[src/hdl/udr_params.svh]
`ifndef UDR_PARAMS_SVH
`define UDR_PARAMS_SVH
// ============================================================
// Descriptor type codes
`define UDR_TYPE_CONFIG 8'h02
`define UDR_TYPE_STRING 8'h03
`define UDR_TYPE_ENDPT 8'h05
`define UDR_TYPE_QUAL 8'h06
`define UDR_TYPE_OSCFG 8'h07
// ============================================================
// Endpoint descriptor constants
`define UDR_EP_LEN 8'h07
`define UDR_EP2_ADDR 8'h02
`define UDR_EP2_ATTR 8'h02
`define UDR_EP2_IVAL 8'h00
`define UDR_EP2_MPS_HS 16'h0200
`define UDR_EP2_MPS_FS 16'h0040
`define UDR_EP3_ADDR 8'h83
`define UDR_EP3_ATTR 8'h03
`define UDR_EP3_MPS 16'h0010
`define UDR_EP3_IVAL_DEF 8'h04
// ============================================================
// Other-speed configuration constants
`define UDR_OSC_LEN 8'h09
`define UDR_OSC_TOTAL 16'h0027
`define UDR_OSC_NIF 8'h01
`define UDR_OSC_CFGVAL 8'h01
`define UDR_OSC_ATTR_DEF 8'ha0
`define UDR_ATTR_WAKE_BIT 5
`define UDR_PWR_SELF 8'h01
`define UDR_PWR_BUS 8'hfa
// ============================================================
// Device qualifier constants
`define UDR_QUAL_LEN 8'h0a
`define UDR_QUAL_BCD 16'h0200
`define UDR_QUAL_CLASS 8'hff
`define UDR_QUAL_SUB 8'h00
`define UDR_QUAL_PROTO 8'hff
`define UDR_QUAL_MPS0 8'h40
`define UDR_QUAL_NCFG 8'h01
`define UDR_QUAL_RSVD 8'h00
// ============================================================
// Language-ID string
`define UDR_LANG_LEN 8'h04
`define UDR_LANG_EE_ADDR 8'h0a
`define UDR_NUM_STRINGS 5
// ============================================================
// Selectors of the descriptor to send
`define UDR_SEL_EP2 3'h0
`define UDR_SEL_EP3 3'h1
`define UDR_SEL_OSC 3'h2
`define UDR_SEL_QUAL 3'h3
`define UDR_SEL_STR0 3'h4
`define UDR_SEL_STRN 3'h5
`endif

[src/hdl/udr_pkg.sv]
package udr_pkg;
	// Responder sequencer states, one-hot
	typedef enum logic [2:0] {
		UDR_IDLE = 3'b001,
		UDR_SEND = 3'b010,
		UDR_STALL = 3'b100
	} udr_state_t;
endpackage

[src/hdl/udr_responder.sv]
`timescale 1ns/1ps
`include "udr_params.svh"
module udr_responder (
	// Clock and reset
	input wire logic MCLK_IN,
	input wire logic NRST_IN,
	// Strap pins
	input wire logic REMOTE_WAKEUP_STRAP_IN,
	input wire logic SELF_POWERED_IN,
	// Speed and EEPROM loader state
	input wire logic HIGH_SPEED_IN,
	input wire logic EE_VALID_IN,
	input wire logic EE_ANY_STRING_IN,
	input wire logic [4:0] EE_STR_PRESENT_IN,
	input wire logic [7:0] EE_EP3_IVAL_IN,
	input wire logic [7:0] EE_HS_CFG_IDX_IN,
	input wire logic [7:0] EE_FS_CFG_IDX_IN,
	input wire logic [7:0] EE_HS_CFG_ATTR_IN,
	input wire logic [7:0] EE_FS_CFG_ATTR_IN,
	input wire logic [7:0] EE_HS_CFG_PWR_IN,
	input wire logic [7:0] EE_FS_CFG_PWR_IN,
	input wire logic [23:0] EE_HS_DEV_CLASS_IN,
	input wire logic [23:0] EE_FS_DEV_CLASS_IN,
	input wire logic [15:0] EE_LANGID_IN,
	// Request from control endpoint logic
	input wire logic REQ_IN,
	input wire logic [2:0] REQ_SEL_IN,
	input wire logic [2:0] REQ_STR_IDX_IN,
	input wire logic [15:0] REQ_LANGID_IN,
	input wire logic [15:0] REQ_LEN_IN,
	input wire logic BYTE_READY_IN,
	// Answer
	output logic BYTE_VALID_OUT,
	output logic [7:0] BYTE_DATA_OUT,
	output logic BYTE_LAST_OUT,
	output logic STALL_OUT,
	output logic BUSY_OUT
);
	// Synchronised strap levels
	logic wake_s;
	logic selfp_s;
	udr_sync2 u_sync_wake (
		.clk_in(MCLK_IN),
		.d_in(REMOTE_WAKEUP_STRAP_IN),
		.q_out(wake_s)
	);
	udr_sync2 u_sync_pwr (
		.clk_in(MCLK_IN),
		.d_in(SELF_POWERED_IN),
		.q_out(selfp_s)
	);

	// ============================================================
	// State
	typedef struct packed {
		udr_pkg::udr_state_t st;
		logic [79:0] buf_d; // Descriptor bytes, byte 0 low
		logic [7:0] idx; // Bytes presented so far, i.e. offset of the next byte
		logic [7:0] cnt; // Bytes to send
		logic valid;
		logic [7:0] data;
		logic last;
		logic stall;
		logic busy;
	} udr_st_t;
	udr_st_t s_r;
	udr_st_t s_nxt;

	// Assembled descriptor images
	logic [79:0] img;
	logic [7:0] img_len;
	logic img_stall;
	logic [7:0] attr_def;
	logic [7:0] pwr_def;
	logic [7:0] osc_attr;
	logic [7:0] osc_pwr;
	logic [7:0] osc_idx;
	logic [23:0] qual_cls;
	logic [15:0] ep2_mps;
	logic [7:0] ep3_ival;
	logic [7:0] len_cap;

	// ============================================================
	// Descriptor image builder
	always_comb begin
		// Strap level stands in for the default's wake bit; EEPROM values pass untouched
		attr_def = `UDR_OSC_ATTR_DEF;
		attr_def[`UDR_ATTR_WAKE_BIT] = wake_s;
		pwr_def = selfp_s ? `UDR_PWR_SELF : `UDR_PWR_BUS;
		// Opposite speed values picked here
		if (HIGH_SPEED_IN) begin
			osc_attr = EE_FS_CFG_ATTR_IN;
			osc_pwr = EE_FS_CFG_PWR_IN;
			osc_idx = EE_FS_CFG_IDX_IN;
			qual_cls = EE_FS_DEV_CLASS_IN;
		end else begin
			osc_attr = EE_HS_CFG_ATTR_IN;
			osc_pwr = EE_HS_CFG_PWR_IN;
			osc_idx = EE_HS_CFG_IDX_IN;
			qual_cls = EE_HS_DEV_CLASS_IN;
		end
		// No EEPROM: fall back to hardware defaults
		if (!EE_VALID_IN) begin
			osc_attr = attr_def;
			osc_pwr = pwr_def;
			osc_idx = 8'h00;
			qual_cls = {`UDR_QUAL_PROTO, `UDR_QUAL_SUB, `UDR_QUAL_CLASS};
		end
		ep2_mps = HIGH_SPEED_IN ? `UDR_EP2_MPS_HS : `UDR_EP2_MPS_FS;
		ep3_ival = EE_VALID_IN ? EE_EP3_IVAL_IN : `UDR_EP3_IVAL_DEF;
		img = 80'h0;
		img_len = 8'h00;
		img_stall = 1'b0;
		// Requested language identifier deliberately unused
		case (REQ_SEL_IN)
			`UDR_SEL_EP2: begin
				img[55:0] = {`UDR_EP2_IVAL, ep2_mps, `UDR_EP2_ATTR, `UDR_EP2_ADDR,
					`UDR_TYPE_ENDPT, `UDR_EP_LEN};
				img_len = `UDR_EP_LEN;
			end
			`UDR_SEL_EP3: begin
				img[55:0] = {ep3_ival, `UDR_EP3_MPS, `UDR_EP3_ATTR, `UDR_EP3_ADDR,
					`UDR_TYPE_ENDPT, `UDR_EP_LEN};
				img_len = `UDR_EP_LEN;
			end
			`UDR_SEL_OSC: begin
				img[71:0] = {osc_pwr, osc_attr, osc_idx, `UDR_OSC_CFGVAL, `UDR_OSC_NIF,
					`UDR_OSC_TOTAL, `UDR_TYPE_OSCFG, `UDR_OSC_LEN};
				img_len = `UDR_OSC_LEN;
			end
			`UDR_SEL_QUAL: begin
				img = {`UDR_QUAL_RSVD, `UDR_QUAL_NCFG, `UDR_QUAL_MPS0, qual_cls,
					`UDR_QUAL_BCD, `UDR_TYPE_QUAL, `UDR_QUAL_LEN};
				img_len = `UDR_QUAL_LEN;
			end
			`UDR_SEL_STR0: begin
				img[31:0] = {EE_LANGID_IN, `UDR_TYPE_STRING, `UDR_LANG_LEN};
				img_len = `UDR_LANG_LEN;
				img_stall = !EE_VALID_IN || !EE_ANY_STRING_IN;
			end
			`UDR_SEL_STRN: begin
				// Contents come from elsewhere; only presence is judged here
				img_stall = !EE_VALID_IN || (REQ_STR_IDX_IN == 3'h0) ||
					(REQ_STR_IDX_IN > 3'h5) || !EE_STR_PRESENT_IN[REQ_STR_IDX_IN - 3'h1];
			end
			default: begin
				img_stall = 1'b1;
			end
		endcase
		len_cap = (REQ_LEN_IN < {8'h00, img_len}) ? REQ_LEN_IN[7:0] : img_len;
	end

	// ============================================================
	// Sequencer
	always_comb begin
		s_nxt = s_r;
		s_nxt.valid = 1'b0;
		s_nxt.last = 1'b0;
		s_nxt.stall = 1'b0;
		case (s_r.st)
			udr_pkg::UDR_IDLE: begin
				s_nxt.busy = 1'b0;
				if (REQ_IN) begin
					s_nxt.busy = 1'b1;
					s_nxt.buf_d = img;
					s_nxt.idx = 8'h00;
					s_nxt.cnt = len_cap;
					if (img_stall) begin
						s_nxt.st = udr_pkg::UDR_STALL;
					end else if (len_cap == 8'h00) begin
						s_nxt.busy = 1'b0;
					end else begin
						s_nxt.st = udr_pkg::UDR_SEND;
					end
				end
			end
			udr_pkg::UDR_SEND: begin
				// Present byte at current offset until accepted
				if (!s_r.valid || BYTE_READY_IN) begin
					if (s_r.valid && s_r.last) begin
						s_nxt.st = udr_pkg::UDR_IDLE;
						s_nxt.busy = 1'b0;
					end else begin
						s_nxt.valid = 1'b1;
						s_nxt.data = s_r.buf_d[7:0];
						s_nxt.buf_d = {8'h00, s_r.buf_d[79:8]};
						s_nxt.idx = s_r.idx + 8'h01;
						s_nxt.last = (s_r.idx + 8'h01 == s_r.cnt);
					end
				end else begin
					s_nxt.valid = 1'b1;
					s_nxt.last = s_r.last;
				end
			end
			udr_pkg::UDR_STALL: begin
				// One-cycle stall pulse
				s_nxt.stall = 1'b1;
				s_nxt.busy = 1'b0;
				s_nxt.st = udr_pkg::UDR_IDLE;
			end
			default: begin
				s_nxt.st = udr_pkg::UDR_IDLE;
			end
		endcase
	end

	// Synchronous active-low reset
	always_ff @(posedge MCLK_IN) begin
		if (!NRST_IN) begin
			s_r <= '{st: udr_pkg::UDR_IDLE, default: '0};
		end else begin
			s_r <= s_nxt;
		end
	end

	assign BYTE_VALID_OUT = s_r.valid;
	assign BYTE_DATA_OUT = s_r.data;
	assign BYTE_LAST_OUT = s_r.last;
	assign STALL_OUT = s_r.stall;
	assign BUSY_OUT = s_r.busy;

	// ============================================================
	// Checks
	a_ep2_type: assert property (@(posedge MCLK_IN) disable iff (!NRST_IN)
		(REQ_SEL_IN == `UDR_SEL_EP2) |-> (img[15:0] == 16'h0507 && img[31:16] == 16'h0202))
		else $error("bulk-out header wrong");
	a_ep2_mps: assert property (@(posedge MCLK_IN) disable iff (!NRST_IN)
		(REQ_SEL_IN == `UDR_SEL_EP2 && HIGH_SPEED_IN) |-> img[47:32] == 16'h0200)
		else $error("bulk-out max packet wrong");
	a_ep3_fixed: assert property (@(posedge MCLK_IN) disable iff (!NRST_IN)
		(REQ_SEL_IN == `UDR_SEL_EP3) |-> img[47:0] == 48'h0010_0383_0507)
		else $error("interrupt endpoint wrong");
	a_ep3_ival: assert property (@(posedge MCLK_IN) disable iff (!NRST_IN)
		(REQ_SEL_IN == `UDR_SEL_EP3 && !EE_VALID_IN) |-> img[55:48] == 8'h04)
		else $error("interrupt interval default wrong");
	a_osc_head: assert property (@(posedge MCLK_IN) disable iff (!NRST_IN)
		(REQ_SEL_IN == `UDR_SEL_OSC) |-> img[47:0] == 48'h0101_0027_0709)
		else $error("other-speed header wrong");
	a_osc_pick: assert property (@(posedge MCLK_IN) disable iff (!NRST_IN)
		(REQ_SEL_IN == `UDR_SEL_OSC && EE_VALID_IN && HIGH_SPEED_IN) |-> img[71:64] == EE_FS_CFG_PWR_IN)
		else $error("other-speed picked wrong speed");
	a_osc_power: assert property (@(posedge MCLK_IN) disable iff (!NRST_IN)
		(REQ_SEL_IN == `UDR_SEL_OSC && !EE_VALID_IN) |-> img[71:64] == (selfp_s ? 8'h01 : 8'hfa))
		else $error("power default wrong");
	a_qual_tail: assert property (@(posedge MCLK_IN) disable iff (!NRST_IN)
		(REQ_SEL_IN == `UDR_SEL_QUAL) |-> (img[15:0] == 16'h060a && img[79:72] == 8'h00))
		else $error("qualifier frame wrong");
	a_lang_stall: assert property (@(posedge MCLK_IN) disable iff (!NRST_IN)
		(s_r.st == udr_pkg::UDR_IDLE && REQ_IN && REQ_SEL_IN == `UDR_SEL_STR0 && !EE_VALID_IN)
		|=> ##1 STALL_OUT)
		else $error("language stall missing");
	a_trunc_len: assert property (@(posedge MCLK_IN) disable iff (!NRST_IN)
		(BYTE_VALID_OUT && BYTE_LAST_OUT) |-> s_r.idx == s_r.cnt)
		else $error("last byte at wrong offset");
	// ============================================================
	// Field and handshake checks
	a_ep2_ival: assert property (@(posedge MCLK_IN) disable iff (!NRST_IN)
		(REQ_SEL_IN == `UDR_SEL_EP2) |-> img[55:48] == 8'h00)
		else $error("bulk-out interval not zero");
	a_osc_hs_pick: assert property (@(posedge MCLK_IN) disable iff (!NRST_IN)
		(REQ_SEL_IN == `UDR_SEL_OSC && EE_VALID_IN && !HIGH_SPEED_IN) |->
		img[71:56] == {EE_HS_CFG_PWR_IN, EE_HS_CFG_ATTR_IN})
		else $error("other-speed picked wrong speed at full speed");
	a_osc_attr: assert property (@(posedge MCLK_IN) disable iff (!NRST_IN)
		(REQ_SEL_IN == `UDR_SEL_OSC && !EE_VALID_IN) |-> img[63:56] == {2'b10, wake_s, 5'h00})
		else $error("attributes default wrong");
	a_qual_dflt: assert property (@(posedge MCLK_IN) disable iff (!NRST_IN)
		(REQ_SEL_IN == `UDR_SEL_QUAL && !EE_VALID_IN) |-> img[71:16] == 56'h0140ff00ff0200)
		else $error("qualifier defaults wrong");
	a_qual_pick: assert property (@(posedge MCLK_IN) disable iff (!NRST_IN)
		(REQ_SEL_IN == `UDR_SEL_QUAL && EE_VALID_IN && !HIGH_SPEED_IN) |-> img[55:32] == EE_HS_DEV_CLASS_IN)
		else $error("qualifier picked wrong speed");
	a_lang_body: assert property (@(posedge MCLK_IN) disable iff (!NRST_IN)
		(REQ_SEL_IN == `UDR_SEL_STR0) |-> img[31:0] == {EE_LANGID_IN, 16'h0304})
		else $error("language string wrong");
	a_strn_stall: assert property (@(posedge MCLK_IN) disable iff (!NRST_IN)
		(s_r.st == udr_pkg::UDR_IDLE && REQ_IN && REQ_SEL_IN == `UDR_SEL_STRN && !EE_VALID_IN)
		|=> ##1 STALL_OUT)
		else $error("string stall missing");
	// A refused byte must stand unchanged at the next edge
	a_byte_hold: assert property (@(posedge MCLK_IN) disable iff (!NRST_IN)
		(BYTE_VALID_OUT && !BYTE_READY_IN) |=> (BYTE_VALID_OUT && $stable(BYTE_DATA_OUT)))
		else $error("refused byte not held");
endmodule // udr_responder

[src/hdl/udr_sync2.sv]
`timescale 1ns/1ps
// Two-stage synchroniser for one pin level
module udr_sync2 (
	input wire logic clk_in,
	input wire logic d_in,
	output logic q_out
);
	typedef struct packed {
		logic s1; // First stage, read only by second
		logic s2; // Second stage, safe to use
	} udr_sync_st_t;
	udr_sync_st_t st_r;
	udr_sync_st_t st_nxt;
	// ============================================================
	// Shift
	always_comb begin
		st_nxt.s1 = d_in;
		st_nxt.s2 = st_r.s1;
	end
	always_ff @(posedge clk_in) begin
		st_r <= st_nxt;
	end
	assign q_out = st_r.s2;
endmodule // udr_sync2

[config.mk]
export PLATFORM = sky130hd
export DESIGN_NAME = udr_responder
export DESIGN_NICKNAME = d
export VERILOG_FILES = /design/src/hdl/udr_pkg.sv /design/src/hdl/udr_responder.sv /design/src/hdl/udr_sync2.sv
export VERILOG_INCLUDE_DIRS = /design/src /design/src/hdl
export SDC_FILE = /design/constraint.sdc
export NUM_CORES = 1
export LEC_CHECK = 0
export BUFFER_PORTS_ARGS = -buffer_cell sky130_fd_sc_hd__buf_2
export CAP_MARGIN = 20
export CORE_MARGIN = 2
export CORE_UTILIZATION = 25
export DETAILED_ROUTE_END_ITERATION = 6
export GPL_ROUTABILITY_DRIVEN = 0
export PLACE_DENSITY = 0.49
export SYNTH_ARGS = -nofsm -noshare
export SYNTH_HDL_FRONTEND = slang
export SYNTH_SLANG_ARGS = --single-unit
[constraint.sdc]
create_clock -name MCLK_IN -period 2.95 [get_ports MCLK_IN]
set_clock_uncertainty 0.05 [all_clocks]
set_input_delay 0.1475 -clock MCLK_IN [delete_from_list [all_inputs] [get_ports MCLK_IN]]
set_output_delay 0.1475 -clock MCLK_IN [all_outputs]
set_load 0.05 [all_outputs]
# Word-level counts from Yosys, hierarchy flattened
# Index checks and enable logic that the tools add are counted.
totals:
  romBits: 0
  mem_bits_rw: 0
  reg_bits: 115
  mem_count: 0
  in_bits: 172
  latchBits: 0
classes:
  div_mod_pow: 0
  n_reduce_logical: 23
  eq_ne: 14
  shifts: 0
  n_lt_le_gt_ge: 3
  addsub: 2
  multipliers: 0
  mux: 36
  n_bitwise: 1
op_table:
  columns: ["operator", "count"]
  rows:
  - ["$pmux 88 s2", 1]
  - ["$pmux 32 s5", 1]
  - ["$mux 99", 1]
  - ["$pmux 24 s4", 1]
  - ["$mux 91", 1]
  - ["$mux 88", 1]
  - ["$mux 8", 9]
  - ["$mux 24", 2]
  - ["$pmux 16 s2", 1]
  - ["$mux 10", 2]
  - ["$lt 16x8->1", 1]
  - ["$pmux 4 s4", 1]
  - ["$eq 3x2->1 const B", 3]
  - ["$eq 3x3->1 const B", 3]
  - ["$mux 3", 3]
  - ["$add 8x1->8 const B", 1]
  - ["$eq 8x8->1", 1]
  - ["$logic_not 8->1", 1]
  - ["$mux 1", 8]
  - ["$ne 2x2->1 const B", 4]
  - ["$reduce_and 4->1", 2]
  - ["$eq 3x1->1 const B", 2]
  - ["$logic_not 3->1", 2]
  - ["$pmux 1 s3", 2]
  - ["other kinds (16)", 25]

# Logic depth before layout (Yosys ltp)
# Gate-level depths: netlist of the first run.
logic_depth:
  depth_word: 10
  mapped_depth: 10
  ltp_nobuf: 9

# By module
# A second synthesis of the first run with hierarchy kept.
unflattened:
  cells_unflattened: 671
  area_unflattened_um2: 5540.3
by_module_without_submodules:
  columns: ["mod", "cells_per_inst", "n_inst", "area_per_inst_um2", "seq_area_each_um2"]
  rows:
  - ["udr_responder", 667, 1, 5460.2, 2062.0]
  - ["udr_sync2", 2, 2, 40.0, 40.0]

# Worst setup path before layout of the first run
# OpenSTA, ideal clock, no wires.
synth_path:
  kind: "input to register"
  startpoint: "in REQ_SEL_IN[1]"
  endpoint: "reg s_r[108] (netlist bit)"
  arrival_ns: 2.052
  setup_slack_ns: 0.726
  t_required_ns: 2.778
  path_buffers: 1
  cell_stages: 9
  cell_sequence: "clkbuf_1 -> nor2b_1 -> inv_1 -> ha_1 -> a211oi_1 -> and4_1 -> a221oi_1 -> o21a_1 -> a221o_1"
synth_between:
  elab_chain_len: 8
  elab_cells_between_ends: 18
  cone_classes: "1 x order compare; 6 x eq/ne; 6 x mux; 5 x reduce/logical"
synth_lines:
  columns: ["element", "line", "rtl"]
  rows:
  - ["from (decl)", "udr_responder.sv:27", "input wire logic [2:0] REQ_SEL_IN,"]
  - ["$eq 3x1->1 / $logic_not 3->1 (equally long branches)", "udr_responder.sv:115", "case (REQ_SEL_IN)"]
  - ["$reduce_or 2->1 (no line)", null, null]
  - ["$pmux 4 s4", "udr_responder.sv:115", null]
  - ["$lt 16x8->1", "udr_responder.sv:150", "len_cap = (REQ_LEN_IN < {8'h00, img_len}) ? REQ_LEN_IN[7:0] : img_len;"]
  - ["$mux 8", "udr_responder.sv:150", null]
  - ["$logic_not 8->1", "udr_responder.sv:170", "end else if (len_cap == 8'h00) begin"]
  - ["$ne 3x3->1 (no line)", null, null]
  - ["$reduce_and 4->1 (no line)", null, null]
  - ["to (signal assigned)", "udr_responder.sv:212", "s_r <= s_nxt;"]
  - ["to (decl)", "udr_responder.sv:66", "udr_st_t s_r;"]
# Parallel ways exist; a longest one is shown, timed or not. The select of a mux whose other input is x is not followed.
# A chain may end at the register's enable or synchronous reset.

# Worst setup path in the final report of the first run
layout_path:
  startpoint: "reg s_r[108] (netlist bit)"
  endpoint: "reg s_r[78] (netlist bit)"
layout_between:
  elab_chain_len: 3
  elab_cells_between_ends: 8
  cone_classes: "5 x eq/ne; 1 x mux; 2 x reduce/logical"
layout_lines:
  columns: ["element", "line", "rtl"]
  rows:
  - ["$eq 3x2->1 / $eq 3x1->1 (equally long branches)", "udr_responder.sv:160", "case (s_r.st)"]
  - ["$ne 2x2->1 (no line) / $reduce_bool 2->1 (equally long branches)", null, null]
  - ["$reduce_and 4->1 (no line)", null, null]
# Parallel ways exist; a longest one is shown, timed or not.

==> impl_metrics.yaml, run 1 <==
synthesis:
  synthAdderAreaFrac: 0.0158
  muxShareOfSynthArea: 0.0903
  ys_dominant_reg_cell: "dfxtp_1"
  post_synth_num_cell_types: 59
  yosys.area.top_type: "dfxtp_1"
  synth.top_cell.area_share: 0.387
  biggest_area_contributors_in_the_synthesized_netlist: "dfxtp_1 (39%), a21oi_1 (7.5%), mux2i_1 (7.4%), nand2_1 (4.5%), o21ai_0 (4.4%)"
  synth-async-reset-ratio: 0
  mappedNetlistArea_mm2: 0.00554
  number_of_flops_mapped_to_enable_cells_by_yosys: 0
  synth-seq-area-share: 0.387
  synthesized_netlist_net_count: 850
  synth-simple-area-share: 0.170
  yosys_register_bits: 107
  post_synth_inst_count: 671
  synth_compound_area_frac: 0.253
  yosys_warning_count: 0
  synth_top_family_by_area: "compound AO/OA/AOI/OAI gates"
  postSynthAreaPerCell_um2: 8.26
  synth-xor-area-share: 0.0253
die:
  core.rowCount: 54
  die_width_um: 153
  core_area_mm2: 0.0218
  die_area_mm2: 0.0234
  floorplan.die.height_um: 153
  floorplan.initialDensity: 0.255
  count_of_pins_on_the_block_boundary: 184
pwr:
  comb_power_share: 0.175
  netSwitchingFraction: 0.279
  p_per_area_mw_per_mm2: 467
  p_switching_mw: 0.900
  power_frac_seq: 0.476
  design_power_total_mw: 3.23
  total_leakage_power_nw: 2.81
  worst_ir_drop_on_vdd_mv: 0.291
  internal_pwr_total_mw: 2.33
  power.share.clock: 0.350
detailed_routing:
  drt_first_pass_iters: 6
  ant_nets: 0
  detail_route.wirelength_um: 17400
  routed_via_density: 4.86
  post-route-drc-count: 0
  num_vias: 5328
  initialDrtViolationCount: 337
  wl_per_cell_um: 15.9
timing:
  highest_attainable_clock_frequency_mhz: 405
  timing.final.crit_share: 0.837
  timing.final.max_slew_violations: 0
  timing.max_slew.rel_slack: 0.292
  setup_violation_total_in_the_final_timing_report: 0
  finalHoldViolations: 0
  setup_total_negative_slack_ps: 0
  worst_slew_pin_slew_ps: 1060
  setup_ws_ps: 480
  rsz0062_at_grt: "false"
  period_needed_ps: 2470
finish:
  diodes: 0
  layout.cells.most_common: "buf_2"
  layout-drive-gt1-share: 0.256
  nFillCells: 2374
  nNetsFinal: 991
  layout.cells.most_common_list: "buf_2 (167), dfxtp_1 (107), a21oi_1 (83)"
  flow.area_growth_from_synthesis_pct: 24.9
clock_network:
  cts_root_buf: "clkbuf_16"
  worst_skew_pair.late_latency_ps: 350
  path_clk_slew_ps: 70
  cts_inserted_buffers: 9
  number_of_buffers_inserted_to_repair_setup_after_cts: 0
  clkSinkCount: 107
  clockBufferDepth: 2
  clock_tree.htree_level_count: 3
  cts_tree: "yes"
critical_path:
  cpMaxStageDelayCell: "nor2_4"
  setup.worst_path.class: "flip-flop to flip-flop"
  worst_setup_path_end_kind: "flip-flop"
  ff2ff_setup_slack_ps: 480
  worstPathCellList: "nor3b_1, and2_1, nor2_4, buf_4, a22oi_1, a21oi_1"
  critPathRequiredTime_ps: 3170
  arrival_ps: 2690
  worst-path-buf-inv: 1
  startpoint_type: "flip-flop"
  worstPathMaxFanout: 45
  path_delay_family: "simple AND/OR/NAND/NOR gates"
  critical-path-max-stage-delay_ps: 820
global_routing:
  number_of_global_route_vias_before_repair: 4999
  gr-total-overflow: 0
  maximum_number_of_pins_on_one_net_before_global_route_repair: 64
  antenna_found_initial: 0
  gr-usage-all-layers: 0.147
  grt_pass1_wl_um: 27600
status:
  outcome: "finished clean"
run:
  cap_violations: 0
place:
  io_buffer_count: 167
  pre_cts_ws_ps: 466
  hpwl_um: 12700
hold_path:
  worst_hold_path_type: "input port to flip-flop"
## kinds of logic (layout without fill, tap and decap cells)
kind of cell	after synthesis	in the layout
compound gates	223	223
xor+xnor	16	16
fa+ha+maj	7	7
buf+inv	70	216
flops	107	107
mux	48	48
simple gates	200	200
## path summary, 6_finish.rpt
kind                            cells after the start                   endpoint                     startpoint
worst max register to register                      6       s_r[78]$_SDFFE_PN0P_          s_r[108]$_SDFFE_PN1P_
worst min-delay path                                3       s_r[59]$_SDFFE_PN0P_               EE_LANGID_IN[15]
worst max-delay path                                6       s_r[78]$_SDFFE_PN0P_          s_r[108]$_SDFFE_PN1P_
worst min register to register                      0  u_sync_wake.q_out$_DFF_P_  u_sync_wake.st_nxt[0]$_DFF_P_
## worst min-delay path, stage by stage
cell     delay, ps
buf_2          100
nand2_1         70
a21oi_1         60
## routing by layer
| metal | global-route usage | up-vias | share of wire |
|---|---|---|---|
| met5 | 0 | - | 0 |
| met4 | 0.0278 | 0 | 0.0091 |
| met3 | 0.0320 | 10 | 0.039 |
| met2 | 0.249 | 135 | 0.50 |
| met1 | 0.195 | 2455 | 0.45 |
| li1 | - | 2728 | - |
## cells in the mapped netlist (2+ instances only)
cell type,instances
dfxtp_1,107
a21oi_1,83
nand2_1,67
nor2_1,55
o21ai_0,49
mux2i_1,41
a22oi_1,28
clkbuf_1,25
buf_2,21
nand3_1,17
a221oi_1,16
nor3_1,16
xnor2_1,12
buf_4,10
and3_1,9
nor2b_1,9
inv_1,8
ha_1,7
a211oi_1,6
a222oi_1,6
mux2_2,6
nand2b_1,6
a21o_1,5
o2bb2ai_1,5
a31oi_1,4
o211ai_1,4
xor2_1,4
buf_1,3
nor4_1,3
o21a_1,3
or3_1,3
a21boi_0,2
a32oi_1,2
and2_1,2
nand3b_1,2
nor3b_1,2
## state kept, by name (all words and copies together), names as in the netlist
name / cells
BUSY_OUT: 1
BYTE_DATA_OUT: 8
BYTE_LAST_OUT: 1
BYTE_VALID_OUT: 1
STALL_OUT: 1
s_r: 91
u_sync_pwr.q_out: 1
u_sync_pwr.st_nxt: 1
u_sync_wake.q_out: 1
u_sync_wake.st_nxt: 1
## area by class of cell
class	count	area, µm²	area share
multi-input combinational	494	3080	0.444
sequential	107	2140	0.309
timing repair buffer	190	1040	0.151
tap	280	350	0.0506
clock buffer	12	246	0.0356
inverter	10	37.5	0.00542
clock inverter	4	26.3	0.00380
## power groups by stage
stage                     clock network (mW)  logic [mW]  registers (mW)
after detailed placement                   0       0.561            1.57
after floorplan                            0       0.338            1.56
final                                   1.13       0.565            1.54
after global routing                    1.24       0.634            1.54
after global placement                     0       0.561            1.57
after CTS                               1.18       0.574            1.54
## through the flow
step,cell area (µm²),cells,utilization,hold WS (ps)
CTS,6920,1097,0.318,2.96
global placement,6560,1072,0.301,202
floorplan,5540,671,-,125
finish,6920,1097,0.318,28.0
detailed placement,6560,1072,0.301,201
global route,6920,1097,0.318,24.8
## timing repair
item	4_1_cts	5_1_grt
resized for setup	0	0
endpoints found under the hold margin	9	0
hold buffers	9	0
Note: power is estimated with default switching activity, not from simulation.
==> run 2, diff against run 1 <==
- PLACE_DENSITY: 0.49 -> 0.51
- clock period: 2.95 -> 2.05 ns (I/O delays scaled with it)
==> impl_metrics.yaml, run 2 (synthesis gave the netlist of run 1 again) <==
status:
  outcome: "finished clean"
place:
  pre_cts_ws_ps: 4.66
  io_buffer_count: 167
  hpwl_um: 13300
critical_path:
  critical-path-max-stage-delay_ps: 510
  worst_setup_path_end_kind: "flip-flop"
  worstPathCellList: "inv_1, o21a_2, nor2_4, buf_4, a22oi_1, a21oi_1"
  worstPathMaxFanout: 15
  setup.worst_path.class: "flip-flop to flip-flop"
  startpoint_type: "flip-flop"
  ff2ff_setup_slack_ps: 140
  arrival_ps: 2130
  cpMaxStageDelayCell: "nor2_4"
  critPathRequiredTime_ps: 2270
detailed_routing:
  ant_nets: 0
  wl_per_cell_um: 15.8
  post-route-drc-count: 0
  detail_route.wirelength_um: 17800
  initialDrtViolationCount: 320
  drt_first_pass_iters: 5
  routed_via_density: 4.83
  num_vias: 5439
clock_network:
  path_clk_slew_ps: 70
  clockBufferDepth: 2
  clock_tree.htree_level_count: 3
  cts_tree: "yes"
  clkSinkCount: 107
  number_of_buffers_inserted_to_repair_setup_after_cts: 0
  worst_skew_pair.late_latency_ps: 340
  cts_root_buf: "clkbuf_16"
  cts_inserted_buffers: 9
die:
  die_width_um: 153
  floorplan.die.height_um: 153
  count_of_pins_on_the_block_boundary: 184
  floorplan.initialDensity: 0.255
  core.rowCount: 54
  die_area_mm2: 0.0234
  core_area_mm2: 0.0218
finish:
  nFillCells: 2360
  layout-drive-gt1-share: 0.285
  layout.cells.most_common_list: "buf_2 (167), dfxtp_1 (107), a21oi_1 (83)"
  layout.cells.most_common: "buf_2"
  diodes: 0
  nNetsFinal: 1022
  largest_register: "s_r"
  flow.area_growth_from_synthesis_pct: 30.7
  largest_register_ff_count: 91
  multiInputGateArea_mm2: 0.00309
  area.sequential_mm2: 0.00214
global_routing:
  number_of_global_route_vias_before_repair: 5279
  gr-total-overflow: 0
  maximum_number_of_pins_on_one_net_before_global_route_repair: 64
  antenna_found_initial: 0
  grt_pass1_wl_um: 28000
  gr-usage-all-layers: 0.148
pwr:
  worst_ir_drop_on_vdd_mv: 0.387
  total_leakage_power_nw: 2.98
  p_per_area_mw_per_mm2: 672
timing:
  setup_ws_ps: 141
  setup_total_negative_slack_ps: 0
  finalHoldViolations: 0
  worst_slew_pin_slew_ps: 664
  rsz0062_at_grt: "false"
  timing.max_slew.rel_slack: 0.557
  highest_attainable_clock_frequency_mhz: 524
  timing.final.crit_share: 0.931
  period_needed_ps: 1910
  setup_violation_total_in_the_final_timing_report: 0
  timing.final.max_slew_violations: 0
run:
  cap_violations: 0
hold_path:
  worst_hold_path_type: "input port to flip-flop"
[run 2: cell types whose count changed in the layout (fill, tap and decap cells not counted), sizes merged]
cell	before	now
buf	181	209
bufinv	0	1
clkbuf	12	9
clkinv	4	1
clkinvlp	1	2
dlygate4sd3	9	11
inv	9	12
nor2	56	57
[run 2: cell type report]
cell class,instances,area share
well taps,280,0.0484
flip-flops and latches,107,0.296
multi-input cells,495,0.427
repair buffers,220,0.183
clock buffers,9,0.0311
clock inverters,6,0.00985
inverters,10,0.00518
[run 2: repair_timing]
action                                  in CTS  in global routing
endpoints found under the setup margin       0                 41
gates resized for setup                      0                  2
hold buffers                                11                  0
hold endpoints to repair                    11                  0
[run 2: where the power goes]
group | internal (mW) | switching [mW]
combinational | 0.408 | 0.506
clock | 0.954 | 0.795
sequential | 2.16 | 0.0451
[run 2: layer usage]
metal	vias up	wire [µm]	GRT usage	share of wire
met1	2513	8310	0.195	0.47
li1	2782	-	-	-
met5	-	0	0	0
met2	134	8660	0.256	0.49
met3	10	632	0.0238	0.036
met4	0	174	0.0344	0.0098
[run 2: final timing paths]
| path | to | start | depth (start not counted) |
|---|---|---|---|
| setup / recovery | s_r[83]$_SDFFE_PN0P_ | BYTE_VALID_OUT$_SDFF_PN0_ | 6 |
| setup reg to reg | s_r[83]$_SDFFE_PN0P_ | BYTE_VALID_OUT$_SDFF_PN0_ | 6 |
| hold reg to reg | u_sync_wake.q_out$_DFF_P_ | u_sync_wake.st_nxt[0]$_DFF_P_ | 0 |
| hold / removal | s_r[12]$_SDFFE_PN0P_ | REQ_LEN_IN[0] | 3 |
[run 2: worst max-delay path, delay by kind of cell, from the launching register on]
family                 cells  cell delay, ps
buffers and inverters      2             360
DFF                        1             380
AOI/OAI and AO/OA          3             530
and+or+nand+nor            1             510
[run 2: through the flow]
step | hold slack, ps | util | power (mW) | cells | area (µm²)
detailed placement | 157 | 0.314 | 3.15 | 1100 | 6820
global placement | 159 | 0.314 | 3.15 | 1100 | 6820
finish | 14.1 | 0.333 | 4.87 | 1127 | 7240
CTS | 7.68 | 0.332 | 4.92 | 1126 | 7230
floorplan | 80.2 | - | 2.74 | 671 | 5540
global route | 24.2 | 0.333 | 5.12 | 1127 | 7240
